--- src/hdl/l2la_consts.vh ---
`ifndef L2LA_CONSTS_VH
`define L2LA_CONSTS_VH

// Register word indices; byte address is four times the index
`define L2LA_IDX_CONFLICT0 14'h0126
`define L2LA_IDX_CONFLICT1 14'h0127
`define L2LA_IDX_CONFLICT2 14'h0128
`define L2LA_IDX_CONFLICT3 14'h0129
`define L2LA_IDX_ENABLE 14'h012E
`define L2LA_IDX_WBCTRL 14'h0130
`define L2LA_IDX_HIWATER 14'h0131
`define L2LA_IDX_INJ_MAC_LO 14'h0300
`define L2LA_IDX_INJ_MAC_HI 14'h0301
`define L2LA_IDX_FIFO_STAT 14'h0302
`define L2LA_IDX_FIFO0 14'h116D
`define L2LA_IDX_FIFO1 14'h116E
`define L2LA_IDX_FIFO2 14'h116F
`define L2LA_IDX_FIFO3 14'h1170

// Enable register fields
`define L2LA_EN_LEARN 0
`define L2LA_EN_AGE 1
`define L2LA_EN_HIT 2
`define L2LA_EN_LRU 3
`define L2LA_ENABLE_RST 4'h7

// Writeback control fields
`define L2LA_WB_LEARN 0
`define L2LA_WB_AGE 1
`define L2LA_WB_HIT 2
`define L2LA_WB_EVICT_ONLY 3
`define L2LA_WBCTRL_RST 4'h7

// Injected learning address register
`define L2LA_INJ_ACCEPT 48
`define L2LA_INJ_RST 49'h0

// Conflict capture fields
`define L2LA_CONF_VALID 0
`define L2LA_CONF_RST 65'h0

// Learning result entry fields
`define L2LA_ENT_W 107
`define L2LA_ENT_TYPE 106
`define L2LA_ENT_VALID 107
`define L2LA_HIWATER_RST 6'h00

// Learning result FIFO geometry
`define L2LA_FIFO_AW 5
`define L2LA_FIFO_DEPTH 32
`define L2LA_FIFO_CW 6

`endif

--- src/hdl/l2la_ctrl.v ---
// What this block does
// - Learning unit runs only while enable set
// - Aging unit runs only while enable set
// - DA hit sets hit bit, non-static only
// - Full table: LRU or collision-table overwrite
// - Injected learning packets accepted even with learning disabled
// - Learn result to FIFO; table when commit
// - Aging to FIFO; table when commit set
// - Hit updates to FIFO; table when commit
// - Evict-only option limits aging FIFO pushes
// - Failed port move captured with valid
// - Captured conflict holds until software clears
// - Injected packet needs DA match and accept
// - FIFO read returns and pops oldest entry
// - FIFO takes hardware and injected requests
// - Entry holds MAC, group, destination index
// - Entry holds unicast, port, drop decision
// - Entry holds status and request type
// - Top valid bit shows entry present
// - Watermark pulse when push exceeds level
//
// The Avalon-MM register port was left to the implementer.
`timescale 1ns/1ps
`include "l2la_consts.vh"

module l2la_ctrl (
   input wire sys_clk,
   input wire rst,
   input wire [15:0] avs_address,
   input wire avs_read,
   input wire avs_write,
   input wire [31:0] avs_writedata,
   output reg [31:0] avs_readdata,
   output reg avs_waitrequest,
   input wire learn_req,
   input wire [47:0] learn_req_da,
   input wire [47:0] learn_mac,
   input wire [15:0] learn_gid,
   input wire [12:0] learn_dest_table_index,
   input wire learn_unicast_flag,
   input wire [5:0] learn_port_or_ptr,
   input wire learn_drop,
   input wire [2:0] learn_status,
   input wire hit_req,
   input wire hit_static,
   input wire age_req,
   input wire age_evict,
   input wire conflict_req,
   input wire [47:0] conflict_mac,
   input wire [11:0] conflict_gid,
   input wire [3:0] conflict_port,
   output reg learn_unit_on,
   output reg age_unit_on,
   output reg dest_hit_refresh_on,
   output reg learn_evict_lru,
   output reg learn_fib_wr,
   output reg age_fifo_push,
   output reg age_fib_wr,
   output reg hit_set,
   output reg hit_fifo_push,
   output reg hit_fib_wr,
   output reg learn_fifo_hiwater
);

   reg [3:0] learn_age_enable;
   reg [3:0] learn_age_writeback_ctrl;
   reg [48:0] injected_learn_dest_mac;
   reg [64:0] learning_conflict_capture;
   reg [5:0] hiwater_level;
   reg fifo_overflow;
   reg [`L2LA_ENT_W-1:0] fifo_mem [0:`L2LA_FIFO_DEPTH-1];
   reg [`L2LA_FIFO_AW-1:0] wr_ptr;
   reg [`L2LA_FIFO_AW-1:0] rd_ptr;
   reg [`L2LA_FIFO_CW-1:0] fifo_count;
   reg [`L2LA_ENT_W:0] fifo_hold;
   reg [31:0] next_readdata;

   wire [13:0] word_idx;
   wire bus_go;
   wire rd_go;
   wire wr_go;
   wire fifo_empty;
   wire fifo_full;
   wire inj_match;
   wire learn_take;
   wire do_push;
   wire do_pop;
   wire [`L2LA_ENT_W-1:0] new_entry;
   wire [`L2LA_ENT_W:0] head_word;
   wire [`L2LA_FIFO_CW-1:0] count_after;
   wire conf_clear;
   wire hit_take;
   wire age_take;

   function sel;
      input [13:0] idx;
      input [13:0] want;
      begin
         sel = (idx == want);
      end
   endfunction

   assign word_idx = avs_address[15:2];
   // Act once per request, in the cycle before waitrequest drops
   assign bus_go = avs_waitrequest & (avs_read | avs_write);
   assign rd_go = bus_go & avs_read;
   assign wr_go = bus_go & avs_write & ~avs_read;

   assign fifo_empty = (fifo_count == 6'h00);
   assign fifo_full = (fifo_count == 6'h20);

   assign inj_match = (learn_req_da ==
      injected_learn_dest_mac[47:0]) &
      injected_learn_dest_mac[`L2LA_INJ_ACCEPT];
   // Injected packets pass regardless of learning enable
   assign learn_take = learn_req & (inj_match |
      learn_age_enable[`L2LA_EN_LEARN]);

   assign new_entry = {inj_match, learn_status, 18'h00000,
      learn_drop, learn_port_or_ptr, learn_unicast_flag,
      learn_dest_table_index, learn_gid, learn_mac};

   assign do_push = learn_take & ~fifo_full;
   assign do_pop = rd_go & sel(word_idx, `L2LA_IDX_FIFO0) &
      ~fifo_empty;
   assign head_word = fifo_empty ? {(`L2LA_ENT_W+1){1'b0}} :
      {1'b1, fifo_mem[rd_ptr]};
   assign count_after = fifo_count + 6'h01 -
      {5'h00, do_pop};

   assign conf_clear = wr_go & sel(word_idx, `L2LA_IDX_CONFLICT0) &
      ~avs_writedata[0];
   assign hit_take = hit_req & ~hit_static &
      learn_age_enable[`L2LA_EN_HIT];
   assign age_take = age_req & learn_age_enable[`L2LA_EN_AGE];

   always @* begin
      next_readdata = 32'h0000_0000;
      if (sel(word_idx, `L2LA_IDX_CONFLICT0)) begin
         next_readdata = learning_conflict_capture[31:0];
      end else if (sel(word_idx, `L2LA_IDX_CONFLICT1)) begin
         next_readdata = learning_conflict_capture[63:32];
      end else if (sel(word_idx, `L2LA_IDX_CONFLICT2)) begin
         next_readdata = {31'h0, learning_conflict_capture[64]};
      end else if (sel(word_idx, `L2LA_IDX_ENABLE)) begin
         next_readdata = {28'h000_0000, learn_age_enable};
      end else if (sel(word_idx, `L2LA_IDX_WBCTRL)) begin
         next_readdata = {28'h000_0000, learn_age_writeback_ctrl};
      end else if (sel(word_idx, `L2LA_IDX_HIWATER)) begin
         next_readdata = {26'h0, hiwater_level};
      end else if (sel(word_idx, `L2LA_IDX_INJ_MAC_LO)) begin
         next_readdata = injected_learn_dest_mac[31:0];
      end else if (sel(word_idx, `L2LA_IDX_INJ_MAC_HI)) begin
         next_readdata = {15'h0, injected_learn_dest_mac[48:32]};
      end else if (sel(word_idx, `L2LA_IDX_FIFO_STAT)) begin
         next_readdata = {16'h0000, 7'h00, fifo_overflow,
            2'h0, fifo_count};
      end else if (sel(word_idx, `L2LA_IDX_FIFO0)) begin
         next_readdata = head_word[31:0];
      end else if (sel(word_idx, `L2LA_IDX_FIFO1)) begin
         next_readdata = fifo_hold[63:32];
      end else if (sel(word_idx, `L2LA_IDX_FIFO2)) begin
         next_readdata = fifo_hold[95:64];
      end else if (sel(word_idx, `L2LA_IDX_FIFO3)) begin
         next_readdata = {20'h0_0000, fifo_hold[107:96]};
      end
   end

   // Bus handshake: one wait cycle, then one cycle of answer
   always @(posedge sys_clk or posedge rst) begin
      if (rst) begin
         avs_waitrequest <= 1'b1;
         avs_readdata <= 32'h0000_0000;
      end else if (bus_go) begin
         avs_waitrequest <= 1'b0;
         if (avs_read) begin
            avs_readdata <= next_readdata;
         end
      end else begin
         avs_waitrequest <= 1'b1;
      end
   end

   // Software control registers
   always @(posedge sys_clk or posedge rst) begin
      if (rst) begin
         learn_age_enable <= `L2LA_ENABLE_RST;
         learn_age_writeback_ctrl <= `L2LA_WBCTRL_RST;
         injected_learn_dest_mac <= `L2LA_INJ_RST;
         hiwater_level <= `L2LA_HIWATER_RST;
      end else if (wr_go) begin
         if (sel(word_idx, `L2LA_IDX_ENABLE)) begin
            learn_age_enable <= avs_writedata[3:0];
         end else if (sel(word_idx, `L2LA_IDX_WBCTRL)) begin
            learn_age_writeback_ctrl <= avs_writedata[3:0];
         end else if (sel(word_idx, `L2LA_IDX_HIWATER)) begin
            hiwater_level <= avs_writedata[5:0];
         end else if (sel(word_idx, `L2LA_IDX_INJ_MAC_LO)) begin
            injected_learn_dest_mac[31:0] <= avs_writedata;
         end else if (sel(word_idx, `L2LA_IDX_INJ_MAC_HI)) begin
            injected_learn_dest_mac[48:32] <= avs_writedata[16:0];
         end
      end
   end

   // Conflict capture; a new failure wins over a clear
   always @(posedge sys_clk or posedge rst) begin
      if (rst) begin
         learning_conflict_capture <= `L2LA_CONF_RST;
      end else if (conflict_req &
         (~learning_conflict_capture[`L2LA_CONF_VALID] |
         conf_clear)) begin
         learning_conflict_capture <= {conflict_port, conflict_gid,
            conflict_mac, 1'b1};
      end else if (conf_clear) begin
         learning_conflict_capture[`L2LA_CONF_VALID] <= 1'b0;
      end
   end

   // Learning result FIFO storage
   always @(posedge sys_clk) begin
      if (do_push) begin
         fifo_mem[wr_ptr] <= new_entry;
      end
   end

   always @(posedge sys_clk or posedge rst) begin
      if (rst) begin
         wr_ptr <= 5'h00;
         rd_ptr <= 5'h00;
         fifo_count <= 6'h00;
         fifo_hold <= {(`L2LA_ENT_W+1){1'b0}};
         fifo_overflow <= 1'b0;
         learn_fifo_hiwater <= 1'b0;
      end else begin
         if (do_push) begin
            wr_ptr <= wr_ptr + 5'h01;
         end
         if (do_pop) begin
            rd_ptr <= rd_ptr + 5'h01;
         end
         if (do_push & ~do_pop) begin
            fifo_count <= fifo_count + 6'h01;
         end else if (do_pop & ~do_push) begin
            fifo_count <= fifo_count - 6'h01;
         end
         // Upper words of a read come from the popped entry
         if (rd_go & sel(word_idx, `L2LA_IDX_FIFO0)) begin
            fifo_hold <= head_word;
         end
         if (learn_take & fifo_full) begin
            fifo_overflow <= 1'b1;
         end else if (wr_go & sel(word_idx, `L2LA_IDX_FIFO_STAT) &
            avs_writedata[9]) begin
            fifo_overflow <= 1'b0;
         end
         learn_fifo_hiwater <= do_push &
            (count_after > hiwater_level);
      end
   end

   // Pipeline-facing decisions, one cycle after each request
   always @(posedge sys_clk or posedge rst) begin
      if (rst) begin
         learn_unit_on <= 1'b1;
         age_unit_on <= 1'b1;
         dest_hit_refresh_on <= 1'b1;
         learn_evict_lru <= 1'b0;
         learn_fib_wr <= 1'b0;
         age_fifo_push <= 1'b0;
         age_fib_wr <= 1'b0;
         hit_set <= 1'b0;
         hit_fifo_push <= 1'b0;
         hit_fib_wr <= 1'b0;
      end else begin
         learn_unit_on <= learn_age_enable[`L2LA_EN_LEARN];
         age_unit_on <= learn_age_enable[`L2LA_EN_AGE];
         dest_hit_refresh_on <= learn_age_enable[`L2LA_EN_HIT];
         learn_evict_lru <= learn_age_enable[`L2LA_EN_LRU];
         // Injected results always reach the tables
         learn_fib_wr <= learn_take & (inj_match |
            learn_age_writeback_ctrl[`L2LA_WB_LEARN]);
         age_fifo_push <= age_take & (age_evict |
            ~learn_age_writeback_ctrl[`L2LA_WB_EVICT_ONLY]);
         age_fib_wr <= age_take &
            learn_age_writeback_ctrl[`L2LA_WB_AGE];
         hit_set <= hit_take &
            learn_age_writeback_ctrl[`L2LA_WB_HIT];
         hit_fifo_push <= hit_take;
         hit_fib_wr <= hit_take &
            learn_age_writeback_ctrl[`L2LA_WB_HIT];
      end
   end

endmodule

--- config.mk ---
export PLATFORM = sky130hd
export DESIGN_NAME = l2la_ctrl
export DESIGN_NICKNAME = d
export VERILOG_FILES = /design/src/hdl/l2la_ctrl.v
export VERILOG_INCLUDE_DIRS = /design/src /design/src/hdl
export SDC_FILE = /design/constraint.sdc
export NUM_CORES = 2
export LEC_CHECK = 0
export BUFFER_PORTS_ARGS = -buffer_cell sky130_fd_sc_hd__buf_4
export CORE_ASPECT_RATIO = 0.6
export CORE_MARGIN = 2
export CORE_UTILIZATION = 30
export CTS_CLUSTER_SIZE = 20
export DETAILED_ROUTE_END_ITERATION = 16
export PLACE_DENSITY_LB_ADDON = 0.15
export SETUP_SLACK_MARGIN = 0.4
export SLEW_MARGIN = 30
export SYNTH_ARGS = -nofsm -noshare
export SYNTH_HDL_FRONTEND = slang
export SYNTH_SLANG_ARGS = --single-unit
--- constraint.sdc ---
create_clock -name sys_clk -period 12.9 [get_ports sys_clk]
set_input_delay 1.29 -clock sys_clk [delete_from_list [all_inputs] [get_ports sys_clk]]
set_output_delay 1.29 -clock sys_clk [all_outputs]
set_load 0.03 [all_outputs]
# Yosys cells after proc, flatten, opt, wreduce, memory -nomap -nowiden
# Memory sizes are Yosys's and may differ from the RTL's.
# Index checks and enable logic that the tools add are counted.
[word_totals]
ff_bits = 296
n_memories = 1
latch_bits = 0
in_bits = 258
rom_bits = 0
out_inout_bits = 44
ram_bits = 2848
elab_cells = 122
[classes]
n_mul = 0
shifts = 0
reduce_logical = 10
n_lt_le_gt_ge = 1
muxes = 23
n_addsub = 5
eq_ne = 15
div_mod_pow = 0
bitwise_logic = 43
[mem_list]
columns = ["name", "depth", "word_bits", "read_ports", "rd_clocked_by_memory_dff", "write_ports", "line_no", "source"]
rows = [
  ["fifo_mem", 32, 89, 1, 0, 1, "l2la_ctrl.v:71", "reg [`L2LA_ENT_W-1:0] fifo_mem [0:`L2LA_FIFO_DEPTH-1];"],
]
[ops]
columns = ["op", "n"]
rows = [
  ["$mux W32", 12],
  ["$mux W108", 1],
  ["$eq A14 B9 Y1 const B", 6],
  ["$eq A14 B13 Y1 const B", 4],
  ["$eq A48 B48 Y1", 1],
  ["$eq A14 B10 Y1 const B", 3],
  ["$and A1 B1 Y1", 25],
  ["$not A1 Y1", 13],
  ["$mux W12", 1],
  ["$mux W6", 2],
  ["$add A5 B1 Y5 const B", 2],
  ["$mux W1", 7],
  ["$add A6 B1 Y6 const B", 1],
  ["$eq A6 B6 Y1 const B", 1],
  ["$gt A6 B6 Y1", 1],
  ["$logic_not A6 Y1", 1],
  ["$reduce_and A6 Y1", 1],
  ["$reduce_bool A2 Y1", 3],
  ["$sub A6 B1 Y6", 1],
  ["$sub A6 B1 Y6 const B", 1],
  ["$or A1 B1 Y1", 5],
  ["$reduce_and A5 Y1", 1],
  ["$reduce_and A2 Y1", 2],
  ["$reduce_and A4 Y1", 1],
  ["$reduce_and A3 Y1", 1],
]

# Depth between registers and ports, before layout
[depth]
ltp_word = 14
ltp_mapped = 19
mapped_depth_nobuf = 18

# Worst setup path after synthesis
# OpenSTA, ideal clock, no wires.
[synth_path]
kind = "input to register"
from = "input learn_req_da[47]"
to = "memory fifo_mem[19][0] in the netlist's numbering (enable)"
stages = 7
arrival_time_ns = 11.789
setup_slack_ns = 0.324
path_buffers = 0
required_time_ns = 12.113
path_cell_list = "xor2_1 > nor4_1 > nand4_1 > or4_4 > a21oi_2 > nand2_1 > nor4b_1"
[synth_via]
elab_chain_cells = 7
[synth_lines]
columns = ["item", "line_no", "source"]
rows = [
  ["start: declaration", "l2la_ctrl.v:36", "input wire [47:0] learn_req_da,"],
  ["$eq A48 B48 Y1", "l2la_ctrl.v:112", "assign inj_match = (learn_req_da =="],
  ["$and A1 B1 Y1", "l2la_ctrl.v:112", ""],
  ["$or A1 B1 Y1", "l2la_ctrl.v:116", "assign learn_take = learn_req & (inj_match |"],
  ["$and A1 B1 Y1", "l2la_ctrl.v:116", ""],
  ["$and A1 B1 Y1", "l2la_ctrl.v:123", "assign do_push = learn_take & ~fifo_full;"],
  ["$mux W1", "l2la_ctrl.v:222", "if (do_push) begin"],
  ["$mux W1 (not written as such)", "l2la_ctrl.v:223", "fifo_mem[wr_ptr] <= new_entry;"],
  ["end: declaration", "l2la_ctrl.v:71", ""],
]
# No other way between the ends.

# Worst setup path after layout
[layout_path]
from = "register injected_learn_dest_mac[45]"
to = "memory fifo_mem[9][44] in the netlist's numbering (enable)"
[layout_via]
elab_chain_cells = 7
[layout_lines]
columns = ["item", "line_no", "source"]
rows = [
  ["start: declaration", "l2la_ctrl.v:67", "reg [48:0] injected_learn_dest_mac;"],
  ["start signal: assignment", "l2la_ctrl.v:189", "injected_learn_dest_mac <= `L2LA_INJ_RST;"],
  ["start signal: assignment", "l2la_ctrl.v:201", "injected_learn_dest_mac[48:32] <= avs_writedata[16:0];"],
  ["$eq A48 B48 Y1", "l2la_ctrl.v:112", ""],
  ["$and A1 B1 Y1", "l2la_ctrl.v:112", ""],
  ["$or A1 B1 Y1", "l2la_ctrl.v:116", ""],
  ["$and A1 B1 Y1", "l2la_ctrl.v:116", ""],
  ["$and A1 B1 Y1", "l2la_ctrl.v:123", ""],
  ["$mux W1", "l2la_ctrl.v:222", ""],
  ["$mux W1 (not written as such)", "l2la_ctrl.v:223", ""],
]
# No other way between the ends.

==> qor.yml <==
synth-simple-area-share_pct: 1.591
cts_tree: "built"
mostFrequentLayoutCells: "2848 x edfxtp_1, 878 x mux4_2, 430 x buf_4"
port_buffers: 299
grt_pass1_vias: 59730
htreeDepth: 5
comb_power_share_pct: 6.8
vias: 58920
initial_utilization_pct: 30.17
drc_errors: 0
synth_enable_flop_cells: 2848
seqPwrFrac_pct: 53.4
syn_nets: 5517
yosys.area.top_type: "edfxtp_1"
endpoint_kind: "flop"
num_rows: 179
yosys_warnings: 0
finalClockSkew_ps: 61.13
ir_worst_vdd_mv: 0.09529
critPathArrivalTime_ps: 6350
coreArea_sq_mm: 0.3966
rrSetupSlack_ps: 7070
async_reset_ff_share_pct: 7.951
worstMarginPinSlew_ps: 1050
synth_fa_ha_area_share_pct: 0.1673
cts_max_path_buffers: 4
p_int_w: 0.01690
crit_type: "reg -> reg"
routed_wl_um: 386800
synth-seq-cells: 3094
timing.rr.start: "injected_learn_dest_mac[45]"
final-max-slew-violation-count: 0
clock_latency_ps: 920
cts_setup_buffers: 0
yosysUniqueCellTypes: 68
drtIter0Drc: 6988
pwr-share-clk_pct: 39.8
cts_buffers: 303
drive_gt1_share_pct: 32.69
wl_per_cell_um: 34.20
r2r-end: "fifo_mem[9][44]"
synth_xor_area_share_pct: 0.5123
fin_nets: 5997
p_leak_nw: 43.22
final_common_cell: "edfxtp_1"
final_hold_viol_count: 0
vias_per_cell: 5.209
die_y_um: 493.2
switching_share_pct: 23.52
drt_pass1_iterations: 5
cts_resized: 0
relSlewSlack_pct: 30.03
final-setup-viol-count: 0
synthMuxAreaShare_pct: 18.38
fp.dieW_um: 819.4
ant_nets: 0
hold-worst-slack_ps: 392.8
synth_area_per_cell_sq_um: 22.82
synth_compound_gate_area_share_pct: 1.528
cts_hold_buf: 0
reg2regPathDepth: 10
areaGrowthSynthToFinish_pct: 15.87
fin_crit_ps: 5834
overflow: 0
p_sw_w: 0.005198
rsz0062_at_grt: "false"
grt_max_degree: 104
grt_usage_pct: 18.81
max_freq_mhz: 171.4
hp-class: "in -> async"
boundaryPins: 302
root_buffer: "clkbuf_16"
place_hpwl_um: 222800
fin_crit_sh_pct: 45.23
startpoint_type: "flop"
yosys_most_used_dff: "edfxtp_1"
final_util_pct: 34.96
required_ps: 13410
antenna_found_initial: 38
synth_top_family_by_area: "multiplexers"
maxCapViolCount: 0
yosysSeqAreaShare_pct: 76.62
yosys-top-cells-area: "edfxtp_1 71%, mux4_2 17%, dfrtp_1 4.9%, mux2_2 1.1%, mux2i_1 0.67%"
syn_area_sq_mm: 0.1197
grt_first_pass_wirelength_um: 524800
dieArea_sq_mm: 0.4041
fin_tns_setup_ps: 0
power_density_mw_per_mm2: 159.4
cts.sinks: 3094
gp_congestion: 0.7567
yosysTopAreaCellShare_pct: 71.47
clk_pin_slew_ps: 60
crit_path_max_fanout: 32
run_status: "finished, final reports clean"
synthCells: 5243
==> routing by layer <==
metal | part of all wire [%] | GRT usage [%] | routed length, um | vias to the layer above
li1 | - | - | - | 23230
met1 | 48 | 29.12 | 185100 | 33500
met2 | 45 | 28.29 | 172900 | 1793
met3 | 5.7 | 2.907 | 22210 | 383
met4 | 1.7 | 3.511 | 6583 | 10
met5 | 0.017 | 0 | 66 | -
==> power groups by stage <==
stage                     Combinational (W)  Clock (W)  Sequential (W)
final                               0.00151    0.00880          0.0118
after global routing                0.00160    0.00939          0.0118
after CTS                           0.00153    0.00901          0.0118
after detailed placement            0.00153          0          0.0120
after global placement              0.00151          0          0.0120
after floorplan                    0.000626          0          0.0120
==> state kept, by name, indices dropped and copies added (netlist names), 5 cells and up <==
name,cells
fifo_hold,58
injected_learn_dest_mac,49
learning_conflict_capture,65
wr_ptr,5
rd_ptr,5
hiwater_level,6
fifo_mem,2848
avs_readdata,32
fifo_count,6
==> kinds of logic (layout without fill, tap and decap cells) <==
logic type               count (synthesis)  count (layout)
AO/OA/AOI/OAI                          283             283
other                                    0              13
AND/OR/NAND/NOR                        388             388
adder cells (fa/ha/maj)                 16              16
buffers and inverters                  308            1024
flip-flops                            3094            3094
multiplexers                          1084            1084
XOR/XNOR                                70              70
==> synth_stat cells (4+ instances only) <==
cell type	count
xor2_1	56
a21oi_1	42
ha_1	16
mux2_1	9
a2111oi_0	10
and3b_1	4
a22o_1	8
o21ai_1	45
and3_1	24
a221o_1	8
mux2_2	117
a22oi_1	12
mux2i_1	80
inv_1	23
buf_1	33
or3_1	8
or2_2	4
nor4_1	17
a31oi_1	16
xnor2_1	14
clkbuf_1	103
nand3b_1	4
nand2b_1	5
o22ai_1	10
nor4b_2	4
o2111ai_1	4
buf_6	8
dfrtp_1	236
buf_4	18
dfstp_2	10
o21ai_0	67
nor2_1	61
a222oi_1	8
nor2b_1	6
nand3_1	20
edfxtp_1	2848
o221ai_1	13
nand2_1	176
buf_2	123
mux4_2	878
nor3_1	21
nand4_1	11
a221oi_1	19
==> worst max-delay path, stage by stage, from the launching register on <==
cell and delay [ps]:
dfrtp_1 750, xor2_1 170, nor4_2 240, buf_4 250, nand3_1 180, or4_4 640
a21oi_2 170, buf_4 390, and3_4 770, buf_4 790, buf_4 750
==> area by class of cell <==
class | count | area (sq um)
Fill cell | 36580 | 258000
Sequential cell | 3094 | 91710
Multi-Input combinational cell | 1841 | 26870
Clock buffer | 401 | 8222
Tap cell | 5339 | 6680
Timing Repair Buffer | 460 | 3816
Clock inverter | 140 | 1239
Inverter | 23 | 101.3
Antenna cell | 13 | 32.53
==> per-stage QoR <==
stage / std cells / instance area [sq um] / total power, W / setup WS (ps)
2_1_floorplan: 5243 / 119700 / 0.01263 / 961.8
3_3_place_gp: 10750 / 128900 / 0.01349 / 6259
3_5_place_dp: 10750 / 129100 / 0.01354 / 6351
4_1_cts: 11290 / 138500 / 0.02234 / 6933
5_1_grt: 11310 / 138600 / 0.02282 / 6904
6_report: 11310 / 138700 / 0.02210 / 7066
==> worst max path at each step <==
stage	cells after the start	to	from	slack [ps]
after detailed placement	11	fifo_mem[9][44]	learn_req_da[43]	6350
after CTS	10	fifo_mem[9][44]	injected_learn_dest_mac[45]	6930
final	10	fifo_mem[9][44]	injected_learn_dest_mac[45]	7070
after global routing	10	fifo_mem[9][44]	injected_learn_dest_mac[45]	6900
after floorplan	8	fifo_mem[1][0]	learn_req_da[47]	960
after global placement	11	fifo_mem[20][27]	learn_req_da[43]	6260
Note: power is estimated with default switching activity, not from simulation.
